===== config.mk =====
export PLATFORM = sky130hd
export DESIGN_NAME = microstep_chopper_control
export DESIGN_NICKNAME = d
export VERILOG_FILES = /design/src/microstep_pkg.sv /design/src/microstep_chopper_control.sv
export SDC_FILE = /design/constraint.sdc
export NUM_CORES = 1
export LEC_CHECK = 0
export BUFFER_PORTS_ARGS = -buffer_cell sky130_fd_sc_hd__buf_4
export CORE_ASPECT_RATIO = 1.4
export CORE_MARGIN = 4
export CORE_UTILIZATION = 52
export DETAILED_ROUTE_END_ITERATION = 12
export PLACE_DENSITY_LB_ADDON = 0.12
export SYNTH_ARGS = -nofsm -noshare
export SYNTH_HDL_FRONTEND = slang
export SYNTH_SLANG_ARGS = --single-unit

===== constraint.sdc =====
create_clock -name clk -period 2.7 [get_ports clk]
set_input_delay 0.54 -clock clk [delete_from_list [all_inputs] [get_ports clk]]
set_output_delay 0.54 -clock clk [all_outputs]
set_load 0.05 [all_outputs]

===== src/microstep_pkg.sv =====
/*
  Shared constants and types of the microstep chopper controller:
  timing counts, register map, current table and carrier types.
  Assumes a 250 MHz system clock.
*/
package microstep_pkg;
  localparam int CLK_FREQ_MHZ = 250;
  localparam int WAKE_TIME_US = 200;
  localparam int WAKE_CYCLES_DEF = WAKE_TIME_US * CLK_FREQ_MHZ;
  localparam int DEAD_TIME_NS = 300;
  localparam int DEAD_CYCLES = (DEAD_TIME_NS * CLK_FREQ_MHZ + 999) / 1000;
  localparam logic [6:0] DEAD_LAST = 7'(DEAD_CYCLES - 1);

  localparam int SUB_DIV = 20;
  localparam int CHOP_DIV = 100;
  localparam logic [4:0] SUB_LAST = 5'(SUB_DIV - 1);
  localparam logic [2:0] CHOP_LAST = 3'(CHOP_DIV / SUB_DIV - 1);
  localparam logic [2:0] FAST_FIRST = 3'h3;
  localparam logic [4:0] SENSE_TICKS = 5'h01;

  localparam logic [5:0] POS_INIT = 6'h00;
  localparam logic [5:0] POS_INIT_FULL = 6'h38;

  localparam int AXI_AW = 4;
  localparam logic [3:0] ADDR_CTRL = 4'h0;
  localparam logic [3:0] ADDR_STATUS = 4'h4;
  localparam logic [3:0] ADDR_LEVEL = 4'h8;
  localparam logic [1:0] RESP_OKAY = 2'h0;
  localparam logic [1:0] RESP_SLVERR = 2'h2;
  localparam int CTRL_DIV_LSB = 0;
  localparam logic [7:0] CTRL_DIV_RST = 8'h3F;
  localparam int ST_POS_LSB = 0;
  localparam int ST_STBY_BIT = 8;
  localparam int ST_WAKE_BIT = 9;
  localparam int ST_DRIVE_BIT = 10;
  localparam int ST_MODE_LSB = 12;
  localparam int LV_A_LSB = 0;
  localparam int LV_B_LSB = 16;

  localparam logic [9:0] LEVEL_FULL = 10'h3E8;
  localparam logic [9:0] LEVEL_TAB [17] = '{
    10'h000, 10'h062, 10'h0C3, 10'h122, 10'h17F, 10'h1D7, 10'h22C,
    10'h27A, 10'h2C3, 10'h305, 10'h33F, 10'h372, 10'h39C, 10'h3BD,
    10'h3D5, 10'h3E3, 10'h3E8};

  typedef enum logic [2:0] {
    MODE_STANDBY, MODE_FULL, MODE_HALF_A, MODE_HALF_B,
    MODE_QUARTER, MODE_EIGHTH, MODE_SIXTEENTH
  } step_mode_t;

  typedef enum logic [1:0] {DECAY_CHARGE, DECAY_SLOW, DECAY_FAST} decay_t;

  typedef struct packed {
    logic high_side_one;
    logic high_side_two;
    logic low_side_one;
    logic low_side_two;
  } bridge_gate_t;

  typedef struct packed {
    logic neg;
    logic [9:0] mag;
  } phase_level_t;

  localparam bridge_gate_t GATE_OFF = 4'h0;
  localparam bridge_gate_t GATE_ONE_TWO = 4'h9;
  localparam bridge_gate_t GATE_LOWS = 4'h3;
  localparam bridge_gate_t GATE_TWO_ONE = 4'h6;
endpackage


===== src/microstep_chopper_control.sv =====
/*
  Step/direction sequencer and fixed mixed-decay PWM chopper of a
  bipolar stepping motor driver, with an AXI4-Lite register slave.
  Assumes all pins synchronous to clk; the current comparators, the
  DAC taking the phase levels and the power bridges are outside.
*/
`timescale 1ns/1ps

//
// Operation
// - all mode pins equal means standby
// - standby stops logic, monitor released
// - ignore steps about 200 us after standby
// - enable high drives bridges, low releases
// - reset low holds initial position
// - reset low resets position even disabled
// - step clockwise on low direction, else counter
// - standby overrides output enable
// - initial currents per excitation mode
// - positive means first output to second
// - charge ends when current reaches level
// - subcycle is master/20, period master/100
// - chopping period is five subcycles
// - fast decay in last two subcycles
// - over level at sense ends charge after sense window
// - brief charge at every sense point
// - switch sets for positive current
// - switch sets for negative current
// - dead time on every switch change
// - decode the six excitation modes
// - mode change restarts from initial position
// - monitor low at initial position
module microstep_chopper_control
  import microstep_pkg::*;
#(
  parameter int unsigned WAKE_CYCLES = WAKE_CYCLES_DEF
) (
  input wire logic clk,
  input wire logic rst_b,
  input wire logic mode_select_first,
  input wire logic mode_select_second,
  input wire logic mode_select_third,
  input wire logic output_enable,
  input wire logic position_reset_b,
  input wire logic step_clock,
  input wire logic rotation_direction,
  input wire logic current_trip_a,
  input wire logic current_trip_b,
  output logic angle_monitor_out_o,
  output logic angle_monitor_out_oe,
  output bridge_gate_t bridge_a_gates,
  output bridge_gate_t bridge_b_gates,
  output logic bridge_a_drive,
  output logic bridge_b_drive,
  output phase_level_t phase_a_level,
  output phase_level_t phase_b_level,
  input wire logic [AXI_AW-1:0] s_axi_awaddr,
  input wire logic s_axi_awvalid,
  output logic s_axi_awready,
  input wire logic [31:0] s_axi_wdata,
  input wire logic [3:0] s_axi_wstrb,
  input wire logic s_axi_wvalid,
  output logic s_axi_wready,
  output logic [1:0] s_axi_bresp,
  output logic s_axi_bvalid,
  input wire logic s_axi_bready,
  input wire logic [AXI_AW-1:0] s_axi_araddr,
  input wire logic s_axi_arvalid,
  output logic s_axi_arready,
  output logic [31:0] s_axi_rdata,
  output logic [1:0] s_axi_rresp,
  output logic s_axi_rvalid,
  input wire logic s_axi_rready
);

  if (WAKE_CYCLES < 1 || WAKE_CYCLES > 65535) begin : g_chk
    $error("WAKE_CYCLES must lie in 1..65535");
  end

  function automatic step_mode_t decode_mode(input logic [2:0] c);
    case (c)
      3'h1: decode_mode = MODE_FULL;
      3'h2: decode_mode = MODE_HALF_A;
      3'h3: decode_mode = MODE_HALF_B;
      3'h4: decode_mode = MODE_QUARTER;
      3'h5: decode_mode = MODE_EIGHTH;
      3'h6: decode_mode = MODE_SIXTEENTH;
      default: decode_mode = MODE_STANDBY;
    endcase
  endfunction

  function automatic logic [5:0] step_of(input step_mode_t m);
    case (m)
      MODE_FULL: step_of = 6'h10;
      MODE_HALF_A, MODE_HALF_B: step_of = 6'h08;
      MODE_QUARTER: step_of = 6'h04;
      MODE_EIGHTH: step_of = 6'h02;
      MODE_SIXTEENTH: step_of = 6'h01;
      default: step_of = 6'h00;
    endcase
  endfunction

  function automatic logic [5:0] init_of(input step_mode_t m);
    init_of = (m == MODE_FULL) ? POS_INIT_FULL : POS_INIT;
  endfunction

  // phase a follows cosine, phase b sine of the electrical angle
  function automatic phase_level_t phase_of(input logic [5:0] pos,
                                            input step_mode_t m,
                                            input logic is_b);
    logic [1:0] q;
    logic [3:0] k;
    logic [4:0] ki;
    logic use_co;
    phase_level_t lv;
    q = pos[5:4];
    k = pos[3:0];
    use_co = q[0] ~^ is_b;
    ki = use_co ? 5'h10 - {1'b0, k} : {1'b0, k};
    lv.mag = LEVEL_TAB[ki];
    if (k == 4'h8 && (m == MODE_FULL || m == MODE_HALF_B)) begin
      lv.mag = LEVEL_FULL;
    end
    lv.neg = is_b ? q[1] : (q[1] ^ q[0]);
    phase_of = lv;
  endfunction

  // ---- step position
  logic [2:0] code_now;
  logic [2:0] code_r, code_nxt;
  logic standby_now;
  logic standby_r, standby_nxt;
  logic [15:0] wake_r, wake_nxt;
  logic step_prev_r, step_prev_nxt;
  logic [5:0] pos_r, pos_nxt;
  phase_level_t lvl_a_r, lvl_a_nxt, lvl_b_r, lvl_b_nxt;
  logic mon_oe_r, mon_oe_nxt;
  logic drive_r, drive_nxt;
  step_mode_t mode_now;
  step_mode_t mode_r;
  logic accept;

  assign code_now = {mode_select_first, mode_select_second, mode_select_third};
  assign mode_r = decode_mode(code_r);

  always_comb begin
    standby_now = (code_now == 3'h0) || (code_now == 3'h7);
    mode_now = decode_mode(code_now);
    accept = step_clock && !step_prev_r && !standby_now && wake_r == 16'h0000
             && position_reset_b && output_enable;
    code_nxt = code_now;
    standby_nxt = standby_now;
    step_prev_nxt = step_clock;
    pos_nxt = pos_r;
    if (code_now != code_r || !position_reset_b) begin
      pos_nxt = init_of(mode_now);
    end else if (accept) begin
      pos_nxt = rotation_direction ? pos_r - step_of(mode_now)
                                   : pos_r + step_of(mode_now);
    end
    wake_nxt = wake_r;
    if (standby_r && !standby_now) begin
      wake_nxt = 16'(WAKE_CYCLES);
    end else if (wake_r != 16'h0000) begin
      wake_nxt = wake_r - 16'h0001;
    end
    lvl_a_nxt = phase_of(pos_r, mode_r, 1'b0);
    lvl_b_nxt = phase_of(pos_r, mode_r, 1'b1);
    mon_oe_nxt = !standby_now && pos_nxt == init_of(mode_now);
    drive_nxt = !standby_now && output_enable;
  end

  always_ff @(posedge clk or negedge rst_b) begin
    if (!rst_b) begin
      code_r <= 3'h0;
      standby_r <= 1'b1;
      wake_r <= 16'h0000;
      step_prev_r <= 1'b0;
      pos_r <= POS_INIT;
      lvl_a_r <= '0;
      lvl_b_r <= '0;
      mon_oe_r <= 1'b0;
      drive_r <= 1'b0;
    end else begin
      code_r <= code_nxt;
      standby_r <= standby_nxt;
      wake_r <= wake_nxt;
      step_prev_r <= step_prev_nxt;
      pos_r <= pos_nxt;
      lvl_a_r <= lvl_a_nxt;
      lvl_b_r <= lvl_b_nxt;
      mon_oe_r <= mon_oe_nxt;
      drive_r <= drive_nxt;
    end
  end

  assign angle_monitor_out_o = 1'b0;
  assign angle_monitor_out_oe = mon_oe_r;
  assign phase_a_level = lvl_a_r;
  assign phase_b_level = lvl_b_r;
  assign bridge_a_drive = drive_r;
  assign bridge_b_drive = drive_r;

  // ---- master clock and chopper timing
  logic [7:0] mclk_div_r, mclk_div_nxt;
  logic [7:0] div_r, div_nxt;
  logic [4:0] mcnt_r, mcnt_nxt;
  logic [2:0] sub_r, sub_nxt;
  logic tick;
  logic chop_start;
  logic in_sense;

  always_comb begin
    tick = div_r >= mclk_div_r;
    chop_start = tick && mcnt_r == SUB_LAST && sub_r == CHOP_LAST;
    in_sense = sub_r == 3'h0 && mcnt_r < SENSE_TICKS;
    div_nxt = tick ? 8'h00 : div_r + 8'h01;
    mcnt_nxt = mcnt_r;
    sub_nxt = sub_r;
    if (!drive_r) begin
      div_nxt = 8'h00;
      mcnt_nxt = 5'h00;
      sub_nxt = 3'h0;
    end else if (tick) begin
      if (mcnt_r == SUB_LAST) begin
        mcnt_nxt = 5'h00;
        sub_nxt = (sub_r == CHOP_LAST) ? 3'h0 : sub_r + 3'h1;
      end else begin
        mcnt_nxt = mcnt_r + 5'h01;
      end
    end
  end

  always_ff @(posedge clk or negedge rst_b) begin
    if (!rst_b) begin
      div_r <= 8'h00;
      mcnt_r <= 5'h00;
      sub_r <= 3'h0;
    end else begin
      div_r <= div_nxt;
      mcnt_r <= mcnt_nxt;
      sub_r <= sub_nxt;
    end
  end

  // ---- per-bridge decay sequencer and dead time
  logic [1:0] trip;
  phase_level_t lvl [2];
  decay_t decay_r [2];
  bridge_gate_t sw_r [2];

  assign trip = {current_trip_b, current_trip_a};
  assign lvl[0] = lvl_a_r;
  assign lvl[1] = lvl_b_r;
  assign bridge_a_gates = sw_r[0];
  assign bridge_b_gates = sw_r[1];

  for (genvar i = 0; i < 2; i++) begin : g_bridge
    decay_t decay_nxt;
    bridge_gate_t tgt;
    bridge_gate_t sw_nxt;
    logic [6:0] dcnt_r, dcnt_nxt;

    always_comb begin
      decay_nxt = decay_r[i];
      if (!drive_r) begin
        decay_nxt = DECAY_SLOW;
      end else if (chop_start) begin
        decay_nxt = DECAY_CHARGE;
      end else begin
        case (decay_r[i])
          DECAY_CHARGE: begin
            if (!in_sense && (trip[i] || lvl[i].mag == 10'h000)) begin
              decay_nxt = (sub_r >= FAST_FIRST) ? DECAY_FAST : DECAY_SLOW;
            end
          end
          DECAY_SLOW: begin
            if (sub_r >= FAST_FIRST) begin
              decay_nxt = DECAY_FAST;
            end
          end
          DECAY_FAST: decay_nxt = DECAY_FAST;
          default: decay_nxt = DECAY_SLOW;
        endcase
      end
      case (decay_r[i])
        DECAY_CHARGE: tgt = lvl[i].neg ? GATE_TWO_ONE : GATE_ONE_TWO;
        DECAY_FAST: tgt = lvl[i].neg ? GATE_ONE_TWO : GATE_TWO_ONE;
        default: tgt = GATE_LOWS;
      endcase
      sw_nxt = sw_r[i];
      dcnt_nxt = 7'h00;
      if (!drive_r) begin
        sw_nxt = GATE_OFF;
      end else if (sw_r[i] != tgt) begin
        // every switch-off restarts the dead time before anything turns on
        if ((sw_r[i] & tgt) != sw_r[i]) begin
          sw_nxt = sw_r[i] & tgt;
          dcnt_nxt = 7'h01;
        end else if (dcnt_r > DEAD_LAST) begin
          sw_nxt = tgt;
        end else begin
          dcnt_nxt = dcnt_r + 7'h01;
        end
      end
    end

    always_ff @(posedge clk or negedge rst_b) begin
      if (!rst_b) begin
        decay_r[i] <= DECAY_SLOW;
        sw_r[i] <= GATE_OFF;
        dcnt_r <= 7'h00;
      end else begin
        decay_r[i] <= decay_nxt;
        sw_r[i] <= sw_nxt;
        dcnt_r <= dcnt_nxt;
      end
    end
  end

  // ---- AXI4-Lite slave
  logic aw_full_r, aw_full_nxt, w_full_r, w_full_nxt;
  logic [AXI_AW-1:0] awaddr_r, awaddr_nxt;
  logic [31:0] wdata_r, wdata_nxt;
  logic [3:0] wstrb_r, wstrb_nxt;
  logic bvalid_r, bvalid_nxt, rvalid_r, rvalid_nxt;
  logic [1:0] bresp_r, bresp_nxt, rresp_r, rresp_nxt;
  logic [31:0] rdata_r, rdata_nxt;

  assign s_axi_awready = !aw_full_r && !bvalid_r;
  assign s_axi_wready = !w_full_r && !bvalid_r;
  assign s_axi_arready = !rvalid_r;
  assign s_axi_bvalid = bvalid_r;
  assign s_axi_bresp = bresp_r;
  assign s_axi_rvalid = rvalid_r;
  assign s_axi_rresp = rresp_r;
  assign s_axi_rdata = rdata_r;

  always_comb begin
    aw_full_nxt = aw_full_r;
    w_full_nxt = w_full_r;
    awaddr_nxt = awaddr_r;
    wdata_nxt = wdata_r;
    wstrb_nxt = wstrb_r;
    bvalid_nxt = bvalid_r;
    bresp_nxt = bresp_r;
    mclk_div_nxt = mclk_div_r;
    if (s_axi_awvalid && s_axi_awready) begin
      aw_full_nxt = 1'b1;
      awaddr_nxt = s_axi_awaddr;
    end
    if (s_axi_wvalid && s_axi_wready) begin
      w_full_nxt = 1'b1;
      wdata_nxt = s_axi_wdata;
      wstrb_nxt = s_axi_wstrb;
    end
    if (bvalid_r && s_axi_bready) begin
      bvalid_nxt = 1'b0;
    end
    if (aw_full_r && w_full_r) begin
      aw_full_nxt = 1'b0;
      w_full_nxt = 1'b0;
      bvalid_nxt = 1'b1;
      bresp_nxt = RESP_OKAY;
      if (awaddr_r == ADDR_CTRL) begin
        if (wstrb_r[0]) begin
          mclk_div_nxt = wdata_r[CTRL_DIV_LSB +: 8];
        end
      end else if (awaddr_r != ADDR_STATUS && awaddr_r != ADDR_LEVEL) begin
        bresp_nxt = RESP_SLVERR;
      end
    end
  end

  always_comb begin
    rvalid_nxt = rvalid_r;
    rresp_nxt = rresp_r;
    rdata_nxt = rdata_r;
    if (rvalid_r && s_axi_rready) begin
      rvalid_nxt = 1'b0;
    end
    if (s_axi_arvalid && s_axi_arready) begin
      rvalid_nxt = 1'b1;
      rresp_nxt = RESP_OKAY;
      rdata_nxt = 32'h0000_0000;
      case (s_axi_araddr)
        ADDR_CTRL: rdata_nxt[CTRL_DIV_LSB +: 8] = mclk_div_r;
        ADDR_STATUS: begin
          rdata_nxt[ST_POS_LSB +: 6] = pos_r;
          rdata_nxt[ST_STBY_BIT] = standby_r;
          rdata_nxt[ST_WAKE_BIT] = wake_r != 16'h0000;
          rdata_nxt[ST_DRIVE_BIT] = drive_r;
          rdata_nxt[ST_MODE_LSB +: 3] = code_r;
        end
        ADDR_LEVEL: begin
          rdata_nxt[LV_A_LSB +: 11] = lvl_a_r;
          rdata_nxt[LV_B_LSB +: 11] = lvl_b_r;
        end
        default: rresp_nxt = RESP_SLVERR;
      endcase
    end
  end

  always_ff @(posedge clk or negedge rst_b) begin
    if (!rst_b) begin
      aw_full_r <= 1'b0;
      w_full_r <= 1'b0;
      awaddr_r <= '0;
      wdata_r <= 32'h0000_0000;
      wstrb_r <= 4'h0;
      bvalid_r <= 1'b0;
      bresp_r <= RESP_OKAY;
      rvalid_r <= 1'b0;
      rresp_r <= RESP_OKAY;
      rdata_r <= 32'h0000_0000;
      mclk_div_r <= CTRL_DIV_RST;
    end else begin
      aw_full_r <= aw_full_nxt;
      w_full_r <= w_full_nxt;
      awaddr_r <= awaddr_nxt;
      wdata_r <= wdata_nxt;
      wstrb_r <= wstrb_nxt;
      bvalid_r <= bvalid_nxt;
      bresp_r <= bresp_nxt;
      rvalid_r <= rvalid_nxt;
      rresp_r <= rresp_nxt;
      rdata_r <= rdata_nxt;
      mclk_div_r <= mclk_div_nxt;
    end
  end

endmodule


==> results of run 1 <==
## power groups by stage
stage                     sequential, mW  combinational (mW)  clock, mW
after CTS                           2.85                1.74       2.50
after global placement              2.87                1.69          0
after floorplan                     3.02                1.01          0
after detailed placement            2.89                1.72          0
final                               2.85                1.74       2.44
after global routing                2.90                1.92       2.59
## sequential cells by signal (all words and copies together), names as in the netlist, 3 cells and up
register and count:
pos_r 6, bridge_b_gates 4, bridge_a_gates 4, awaddr_r 4, g_bridge.dcnt_r 14, mcnt_r 5
div_r 8, wake_r 16, mclk_div_r 8, decay_r 4, wdata_r 8, sub_r 3
phase_a_level 11, s_axi_rdata 25, code_r 3, phase_b_level 11
## repair_timing
action	in CTS	in global routing
endpoints found under the setup margin	1	10
pin swaps	1	7
buffers inserted	0	4
resized for setup	1	22
## cell type report
type | instances | area [µm²]
well taps | 196 | 245.2
fillers | 1288 | 5391
clock buffers | 19 | 442.9
repair buffers | 147 | 1120
inverters | 50 | 187.7
flip-flops and latches | 145 | 3640
clock inverters | 13 | 173.9
multi-input cells | 636 | 4339
## stage by stage
| stage | setup WS [ns] | hold slack [ns] |
|---|---|---|
| 6_report | 0.07233 | 0.1121 |
| 5_1_grt | -0.02898 | 0.1489 |
| 4_1_cts | 0.03400 | 0.1243 |
| 3_5_place_dp | -0.4344 | 0.4721 |
| 3_3_place_gp | -0.3729 | 0.4640 |
| 2_1_floorplan | -0.2732 | 0.2444 |
## cells by family (layout without fill, tap and decap cells)
family | Yosys count | after routing
AO/OA/AOI/OAI | 166 | 166
flip-flops | 145 | 145
XOR/XNOR | 41 | 41
adder cells (fa/ha/maj) | 62 | 62
other | 1 | 10
buffers and inverters | 88 | 229
multiplexers | 39 | 39
AND/OR/NAND/NOR | 318 | 318
## layer usage
layer / vias up / global-route usage / part of all wire
met5: - / 0 / 0
met2: 128 / 0.3861 / 0.52
li1: 3227 / - / -
met3: 26 / 0.04758 / 0.045
met1: 3095 / 0.2622 / 0.41
met4: 0 / 0.07697 / 0.020
## cells in the final DEF (no fill, tap or decap), drive strengths merged, types with 10 or more instances in the layout
cell type | netlist | routed
buf | 17 | 147
dfrtp | 136 | 136
nand2 | 96 | 96
nor2 | 94 | 94
o21ai | 67 | 67
ha | 61 | 61
inv | 50 | 54
a21oi | 32 | 32
mux2 | 28 | 28
xnor2 | 26 | 26
nand3 | 26 | 26
clkbuf | 21 | 19
nor2b | 17 | 17
nor4 | 17 | 17
and3 | 15 | 15
xor2 | 15 | 15
nor3 | 12 | 12
mux2i | 11 | 11
a211oi | 11 | 11
nand2b | 11 | 11
a22o | 10 | 10
conb | 1 | 10
## final timing paths
| kind | cells past startpoint | endpoint | from | slack (ns) |
|---|---|---|---|---|
| hold / removal | 1 | s_axi_rdata[18]$_DFFE_PN0P_ | rst_b | 0.11 |
| setup / recovery | 14 | angle_monitor_out_oe$_DFF_PN0_ | mode_select_second | 0.07 |
| min in group clk | 1 | step_prev_r$_DFF_PN0_ | step_clock | 0.25 |
| hold reg to reg | 2 | s_axi_rdata[14]$_DFFE_PN0P_ | s_axi_rdata[14]$_DFFE_PN0P_ | 0.48 |
| setup reg to reg | 11 | bridge_a_gates[0]$_DFFE_PN0P_ | decay_r[2]$_DFFE_PN1P_ | 0.10 |
| max in group asynchronous | 2 | mclk_div_r[5]$_DFFE_PN1P_ | rst_b | 1.82 |
## worst max-delay path, stage by stage
cell and delay [ns]:
buf_4 0.11, and3b_1 0.23, inv_1 0.05, ha_2 0.19
o21ai_2 0.07, a211oi_2 0.07, o22a_1 0.20, ha_1 0.20
or2_2 0.29, o22ai_2 0.12, mux2i_1 0.23, xnor2_1 0.19
mux2_4 0.34, nor4_2 0.12
==> flow_metrics.tcl, run 1 <==
set metrics [dict create \
    synth_top_cells_by_count "136 x dfrtp_1, 96 x nand2_1, 94 x nor2_1, 61 x ha_1, 55 x o21ai_0" \
    syn-cell-area_mm2 0.008189 \
    power.switching_mw 2.309 \
    status "finished, final reports clean" \
    setup-tns-final_ns 0 \
    viasPerCell 5.370 \
    synth_top_family_by_area "simple AND/OR/NAND/NOR gates" \
    row_count 54 \
    comb_power_share 0.248 \
    diodes 0 \
    fin_crit_ns 2.628 \
    ctsRootBufferMaster "clkbuf_16" \
    core_mm2 0.01554 \
    synthFlopType "dfrtp_1" \
    grt_pass1_wl_mm 31.08 \
    rsz0062_at_grt "yes" \
    start_util 0.5270 \
    start_kind "input pin" \
    min_path_type "input pin to asynchronous set/reset pin" \
    yosys_warnings 0 \
    crit_type "input pin to flip-flop" \
    io_pins 135 \
    placed_cell_area_mm2 0.009412 \
    p_leak_nw 4.823 \
    nets 1119 \
    post-route-period-util 0.9732 \
    dr.first_iter.drc_count 320 \
    fin_worst_skew_ns 0.007226 \
    p_int_mw 4.723 \
    clk-insertion-delay-late_ns 0.42 \
    p_per_area_mw_per_mm2 693.0 \
    drc 0 \
    dp_cells 1170 \
    worstMarginPinSlew_ns 0.6513 \
    finalPower_mw 7.032 \
    grt_max_degree 69 \
    ctsHoldBuffers 0 \
    clkPwrFrac 0.347 \
    io_buffers 97 \
    synth_largest_area_cell "dfrtp_1" \
    synth.area.top_cells "dfrtp_1 42%, ha_1 9.3%, nand2_1 4.4%, nor2_1 4.3%, mux2_2 3.9%" \
    relSlewSlack 0.5658 \
    worst_ep_arrival_time_ns 2.95 \
    synth-xor-area-share 0.04385 \
    synth_edf_count 0 \
    final_util 0.6531 \
    final_antenna_net_count 0 \
    synthAdderAreaFrac 0.09565 \
    gp_congestion 0.8701 \
    setup_viol 0 \
    wl_per_cell_um 15.66 \
    final_cells 1206 \
    seq_power_share 0.405 \
    worst-path-max-fanout 3 \
    yosys_register_bits 145 \
    avgSynthCellArea_um2 9.522 \
    muxShareOfSynthArea 0.05195 \
    cts.reportedPaths.clkPinSlew_ns 0.06 \
    syn_inst 860 \
    synth_compound_area_frac 0.1253 \
    num_vias 6476 \
    vdd_ir_drop_max_v 0.0005554 \
    routed_wl_mm 18.88 \
    cts-buffers-inserted 17 \
    clock_sinks 145 \
    ys_types 65 \
    drive_gt1_frac 0.2455 \
    die_area_mm2 0.01785 \
    synth.most_common_cell "dfrtp_1" \
    grt_use_total 0.2188 \
    switching_share 0.3284 \
    firstDrtPassIters 4 \
    antenna_found_initial 0 \
    htree_levels 4 \
    dpl.hpwl_mm 14.25 \
    endpoint_kind "flip-flop" \
    die_w_um 114.1 \
    globalRoute.totalOverflow 0 \
    synth-seq-area-share 0.4445 \
    cp.required_ns 3.03 \
    final_hold_viol_count 0 \
    grt_pass1_vias 6427 \
    final_cell_area_mm2 0.01015 \
    cap_violations 0 \
    clock_path_buffers 2 \
    die_h_um 156.5 \
    area_growth_syn_to_layout_pct 23.93 \
    async_flop_share 1.000 \
    synth-simple-area-share 0.1919 \
    fmax_ghz 0.3806 \
    synth_top_area_share 0.4156 \
    slew_violations 0 \
    cts_tree "yes" \
]
No activity file was read; power rests on OpenSTA's default activity.
==> run 2, diff against run 1 <==
--- a/config.mk
+++ b/config.mk
@@ -14,3 +14,4 @@
 export SYNTH_ARGS = -nofsm -noshare
 export SYNTH_HDL_FRONTEND = slang
 export SYNTH_SLANG_ARGS = --single-unit
+export TNS_END_PERCENT = 5
==> constraint.sdc (replaced) <==
create_clock -name clk -period 2.7 [get_ports clk]
set_input_delay 0.54 -clock clk [delete_from_list [all_inputs] [get_ports clk]]
set_output_delay 0.54 -clock clk [all_outputs]
set_load 0.005 [all_outputs]
==> flow_metrics.tcl, run 2 (same netlist as run 1, synthesis figures left out) <==
set metrics [dict create \
    cts_tree "yes" \
    cts-buffers-inserted 17 \
    endpoint_kind "flip-flop" \
    placed_cell_area_mm2 0.009429 \
    core_mm2 0.01554 \
    antenna_found_initial 0 \
    min_path_type "input pin to asynchronous set/reset pin" \
    routed_wl_mm 18.56 \
    status "finished, final reports clean" \
    dr.first_iter.drc_count 349 \
    slew_violations 0 \
    clk-insertion-delay-late_ns 0.42 \
    rsz0062_at_grt "yes" \
    drive_gt1_frac 0.2488 \
    die_w_um 114.1 \
    ctsRootBufferMaster "clkbuf_16" \
    worstMarginPinSlew_ns 0.8382 \
    clock_path_buffers 2 \
    post-route-period-util 0.9899 \
    relSlewSlack 0.4412 \
    final_cell_mix "148 x buf_4, 136 x dfrtp_1, 95 x nand2_1" \
    grt_use_total 0.2163 \
    die_h_um 156.5 \
    die_area_mm2 0.01785 \
    fin_worst_skew_ns 0.01096 \
    cts.reportedPaths.clkPinSlew_ns 0.06 \
    grt_max_degree 54 \
    final_antenna_net_count 0 \
    clock_sinks 145 \
    final_cell_area_mm2 0.01013 \
    setup_viol 0 \
    vdd_ir_drop_max_v 0.0004691 \
    diodes 0 \
    io_buffers 97 \
    gp_congestion 0.8505 \
    dpl.hpwl_mm 14.19 \
    largest_reg_flops 25 \
    final_util 0.6521 \
    num_vias 6460 \
    area_growth_syn_to_layout_pct 23.74 \
    wl_per_cell_um 15.35 \
    setup-tns-final_ns 0 \
    whs_ns 0.05915 \
    crit_type "input pin to flip-flop" \
    final_hold_viol_count 0 \
    io_pins 135 \
    fmax_ghz 0.3742 \
    globalRoute.totalOverflow 0 \
    start_util 0.5270 \
    p_per_area_mw_per_mm2 642.0 \
    drc 0 \
    row_count 54 \
    ctsHoldBuffers 0 \
    htree_levels 4 \
    fin_crit_ns 2.673 \
    cap_violations 0 \
    ff2ff_setup_slack_ns 0.10 \
    layout_commonest_cell "buf_4" \
    p_leak_nw 4.834 \
    fillers 1322 \
    nets 1122 \
    worst_ep_arrival_time_ns 3.00 \
    viasPerCell 5.343 \
    grt_pass1_vias 6314 \
    firstDrtPassIters 4 \
    cp.required_ns 3.02 \
    start_kind "input pin" \
    worst-path-max-fanout 4 \
    grt_pass1_wl_mm 31.02 \
    finalPower_mw 6.506 \
]
run 2: path summary, 6_finish.rpt:
kind,startpoint,endpoint,depth (start not counted)
hold / removal,rst_b,g_bridge[0].dcnt_r[1]$_DFF_PN0_,1
setup / recovery,mode_select_second,angle_monitor_out_oe$_DFF_PN0_,13
max in group asynchronous,rst_b,standby_r$_DFF_PN1_,2
min in group clk,step_clock,step_prev_r$_DFF_PN0_,1
hold reg to reg,s_axi_rdata[23]$_DFFE_PN0P_,s_axi_rdata[23]$_DFFE_PN0P_,2
setup reg to reg,wake_r[0]$_DFFE_PN0P_,angle_monitor_out_oe$_DFF_PN0_,10
run 2: critical path: stages:
cell,delay (ns)
buf_4,0.12
buf_4,0.13
nand3b_1,0.10
ha_2,0.27
mux2_4,0.29
fa_2,0.35
nand2b_4,0.15
a21oi_2,0.13
xor2_1,0.24
and3_1,0.19
a211oi_1,0.07
mux2_4,0.28
nor4_2,0.12
run 2: what timing repair did:
action / in CTS / in global routing
gates resized for setup: 1 / 23
endpoints found under the setup margin: 4 / 23
pin swaps: 0 / 8
setup buffers: 0 / 3
run 2: power breakdown:
group | total (mW) | switching (mW) | internal, mW
clock network | 2.31 | 0.942 | 1.37
logic | 1.35 | 0.675 | 0.674
registers | 2.84 | 0.313 | 2.53
run 2: stage by stage:
stage,instances,worst slack (ns)
CTS,1206,0.004352
detailed placement,1174,-0.4246
global placement,1174,-0.3578
global route,1209,-0.08963
finish,1209,0.02735
floorplan,869,-0.2732
run 2: area by class of cell:
cell class | count | area [µm²] | area share
clock inverter | 14 | 157.7 | 0.01556
inverter | 50 | 187.7 | 0.01852
timing repair buffer | 150 | 1142 | 0.1127
sequential | 145 | 3640 | 0.3592
tap | 196 | 245.2 | 0.02420
multi-input combinational | 636 | 4332 | 0.4275
clock buffer | 18 | 429.2 | 0.04235
run 2: metal layers:
layer | wire length (µm) | vias to the layer above | share of wire | global-route usage
li1 | - | 3231 | - | -
met1 | 7694 | 3062 | 0.41 | 0.2685
met2 | 9466 | 137 | 0.51 | 0.3660
met3 | 939 | 30 | 0.051 | 0.04952
met4 | 463 | 0 | 0.025 | 0.08263
met5 | 0 | - | 0 | 0
==> run 3, diff against run 2 <==
--- a/config.mk
+++ b/config.mk
@@ -7,8 +7,7 @@
 export LEC_CHECK = 0
 export BUFFER_PORTS_ARGS = -buffer_cell sky130_fd_sc_hd__buf_4
 export CORE_ASPECT_RATIO = 1.4
-export CORE_MARGIN = 4
-export CORE_UTILIZATION = 52
+export CORE_UTILIZATION = 55
 export DETAILED_ROUTE_END_ITERATION = 12
 export PLACE_DENSITY_LB_ADDON = 0.12
 export SYNTH_ARGS = -nofsm -noshare
==> constraint.sdc (replaced) <==
create_clock -name clk -period 3.2 [get_ports clk]
set_input_delay 0.64 -clock clk [delete_from_list [all_inputs] [get_ports clk]]
set_output_delay 0.64 -clock clk [all_outputs]
set_load 0.005 [all_outputs]
==> flow_metrics.tcl, run 3 (same netlist as run 1, synthesis figures left out) <==
set metrics [dict create \
    status "finished, final reports clean" \
    nets 1095 \
    worst-path-max-fanout 3 \
    crit_type "input pin to flip-flop" \
    start_kind "input pin" \
    drive_gt1_frac 0.2120 \
    seq_power_share 0.434 \
    worstMarginPinSlew_ns 0.6960 \
    viasPerCell 5.619 \
    switching_share 0.2988 \
    post-route-period-util 0.9119 \
    ctsRootBufferMaster "clkbuf_16" \
    dpl.hpwl_mm 14.50 \
    relSlewSlack 0.5327 \
    cts_tree "yes" \
    routed_wl_mm 19.23 \
    final_cells 1175 \
    clkPwrFrac 0.363 \
    top_layer_used "met4" \
    firstDrtPassIters 5 \
    cp.required_ns 3.53 \
    comb_power_share 0.203 \
    wl_per_cell_um 16.37 \
    clock_sinks 145 \
    globalRoute.totalOverflow 0 \
    dr_wl_met3_um 842 \
    fillers 1163 \
    fin_worst_skew_ns 0.01571 \
    grt_max_degree 71 \
    setup_viol 0 \
    dp_cells 1143 \
    fin_crit_ns 2.918 \
    area_growth_syn_to_layout_pct 20.26 \
    ctsHoldBuffers 0 \
    io_buffers 97 \
    p_per_area_mw_per_mm2 562.5 \
    final_antenna_net_count 0 \
    vdd_ir_drop_max_v 0.0003753 \
    p_int_mw 3.885 \
    worst_slack_ns 0.2821 \
    clock_path_buffers 2 \
    cts.reportedPaths.clkPinSlew_ns 0.07 \
    io_pins 135 \
    slew_violations 0 \
    clk-insertion-delay-late_ns 0.42 \
    cap_violations 0 \
    core_mm2 0.01451 \
    min_path_type "input pin to asynchronous set/reset pin" \
    die_w_um 105.1 \
    antenna_found_initial 0 \
    row_count 52 \
    grt_use_total 0.2606 \
    start_util 0.5644 \
    cts-buffers-inserted 17 \
    endpoint_kind "flip-flop" \
    met2_length_mm 10.31 \
    final_cell_mix "136 x dfrtp_1, 121 x buf_4, 96 x nand2_1" \
    htree_levels 4 \
    dr.first_iter.drc_count 302 \
    worstPathCellList "buf_4 > and3b_1 > inv_1 > ha_1 > mux2_2 > fa_2 > nand2b_4 > a21oi_2 > xor2_1 > and3_1 > a211oi_1 > mux2_2 > nor4_2" \
    wl_met1_mm 7.614 \
    pre_cts_slack_ns -0.1394 \
    rsz0062_at_grt "no" \
    critPathMaxStageDelay_ns 0.35 \
    worst-path-buf-inv 2 \
    diodes 0 \
    power.switching_mw 1.655 \
    grt_pass1_wl_mm 31.49 \
    largest_reg_flops 25 \
    grt_pass1_vias 6662 \
    p_leak_nw 4.683 \
    gp_congestion 0.9109 \
    finalPower_mw 5.540 \
    fmax_ghz 0.3427 \
    path_delay_family "simple AND/OR/NAND/NOR gates" \
    die_area_mm2 0.01539 \
    layout_commonest_cell "dfrtp_1" \
    die_h_um 146.4 \
    worst_ep_arrival_time_ns 3.25 \
    final_hold_viol_count 0 \
    crit_path_frequent_cell "mux2_2" \
    num_vias 6602 \
    cp_slowest_cell "fa_2" \
    drc 0 \
]
-- run 3: changes by cell type in the layout (fill, tap and decap cells not counted), sizes merged --
| cell | delta |
|---|---|
| clkbuf | +1 |
| inv | +3 |
| clkinvlp | +1 |
| buf | -27 |
| clkinv | -5 |
-- run 3: power by group through the flow --
stage          Sequential (mW)  Combinational, mW  Clock (mW)
3_3_place_gp              2.42               1.07           0
3_5_place_dp              2.44               1.12           0
5_1_grt                   2.44               1.26        2.14
4_1_cts                   2.40               1.13        2.04
6_report                  2.40               1.13        2.01
2_1_floorplan             2.34              0.760           0
-- run 3: worst paths after layout --
path / from / end / slack (ns) / cells after the start
worst min-delay path: rst_b / bridge_a_gates[2]$_DFFE_PN0P_ / 0.13 / 1
worst max-delay path: mode_select_second / angle_monitor_out_oe$_DFF_PN0_ / 0.28 / 13
worst max register to register: decay_r[2]$_DFFE_PN1P_ / bridge_a_gates[2]$_DFFE_PN0P_ / 0.32 / 12
max in group asynchronous: rst_b / standby_r$_DFF_PN1_ / 2.25 / 2
min in group clk: step_clock / step_prev_r$_DFF_PN0_ / 0.34 / 1
worst min register to register: s_axi_rdata[2]$_DFFE_PN0P_ / s_axi_rdata[2]$_DFFE_PN0P_ / 0.49 / 2
-- run 3: stage by stage --
step / utilization / instance area, µm² / hold slack, ns / TNS, ns
global route: 0.6788 / 9848 / 0.1605 / 0
finish: 0.6788 / 9848 / 0.1329 / 0
global placement: 0.6363 / 9233 / 0.4659 / -0.07440
CTS: 0.6779 / 9836 / 0.1529 / 0
detailed placement: 0.6363 / 9233 / 0.4769 / -0.1394
floorplan: - / 8237 / 0.3444 / 0
-- run 3: worst reg2reg max path, cell delays in order, from the launching register on --
cell       delay [ns]
dfstp_2          0.56
inv_1            0.06
ha_1             0.30
nor2b_1          0.18
mux2i_1          0.23
inv_1            0.08
ha_1             0.20
nor4_2           0.33
buf_4            0.20
nor2b_1          0.16
o21ai_1          0.19
o2111ai_1        0.17
o21ai_0          0.11
-- run 3: final cells by class --
type / count / area [µm²] / share of cell area
Clock buffer: 19 / 452.9 / 0.04599
Clock inverter: 13 / 150.1 / 0.01525
Inverter: 50 / 187.7 / 0.01906
Multi-Input combinational cell: 636 / 4242 / 0.4307
Sequential cell: 145 / 3640 / 0.3696
Tap cell: 189 / 236.5 / 0.02401
Timing Repair Buffer: 123 / 939.7 / 0.09541
-- run 3: metal layers --
metal	up-vias	GRT usage
li1	3185	-
met1	3207	0.2956
met2	177	0.4755
met3	33	0.05223
met4	0	0.1056
met5	-	0
-- run 3: repair_timing --
item,in CTS,in global routing
endpoints found under the hold margin,0,0
gates resized for setup,0,2
buffers inserted,0,0
endpoints found under the setup margin,0,6
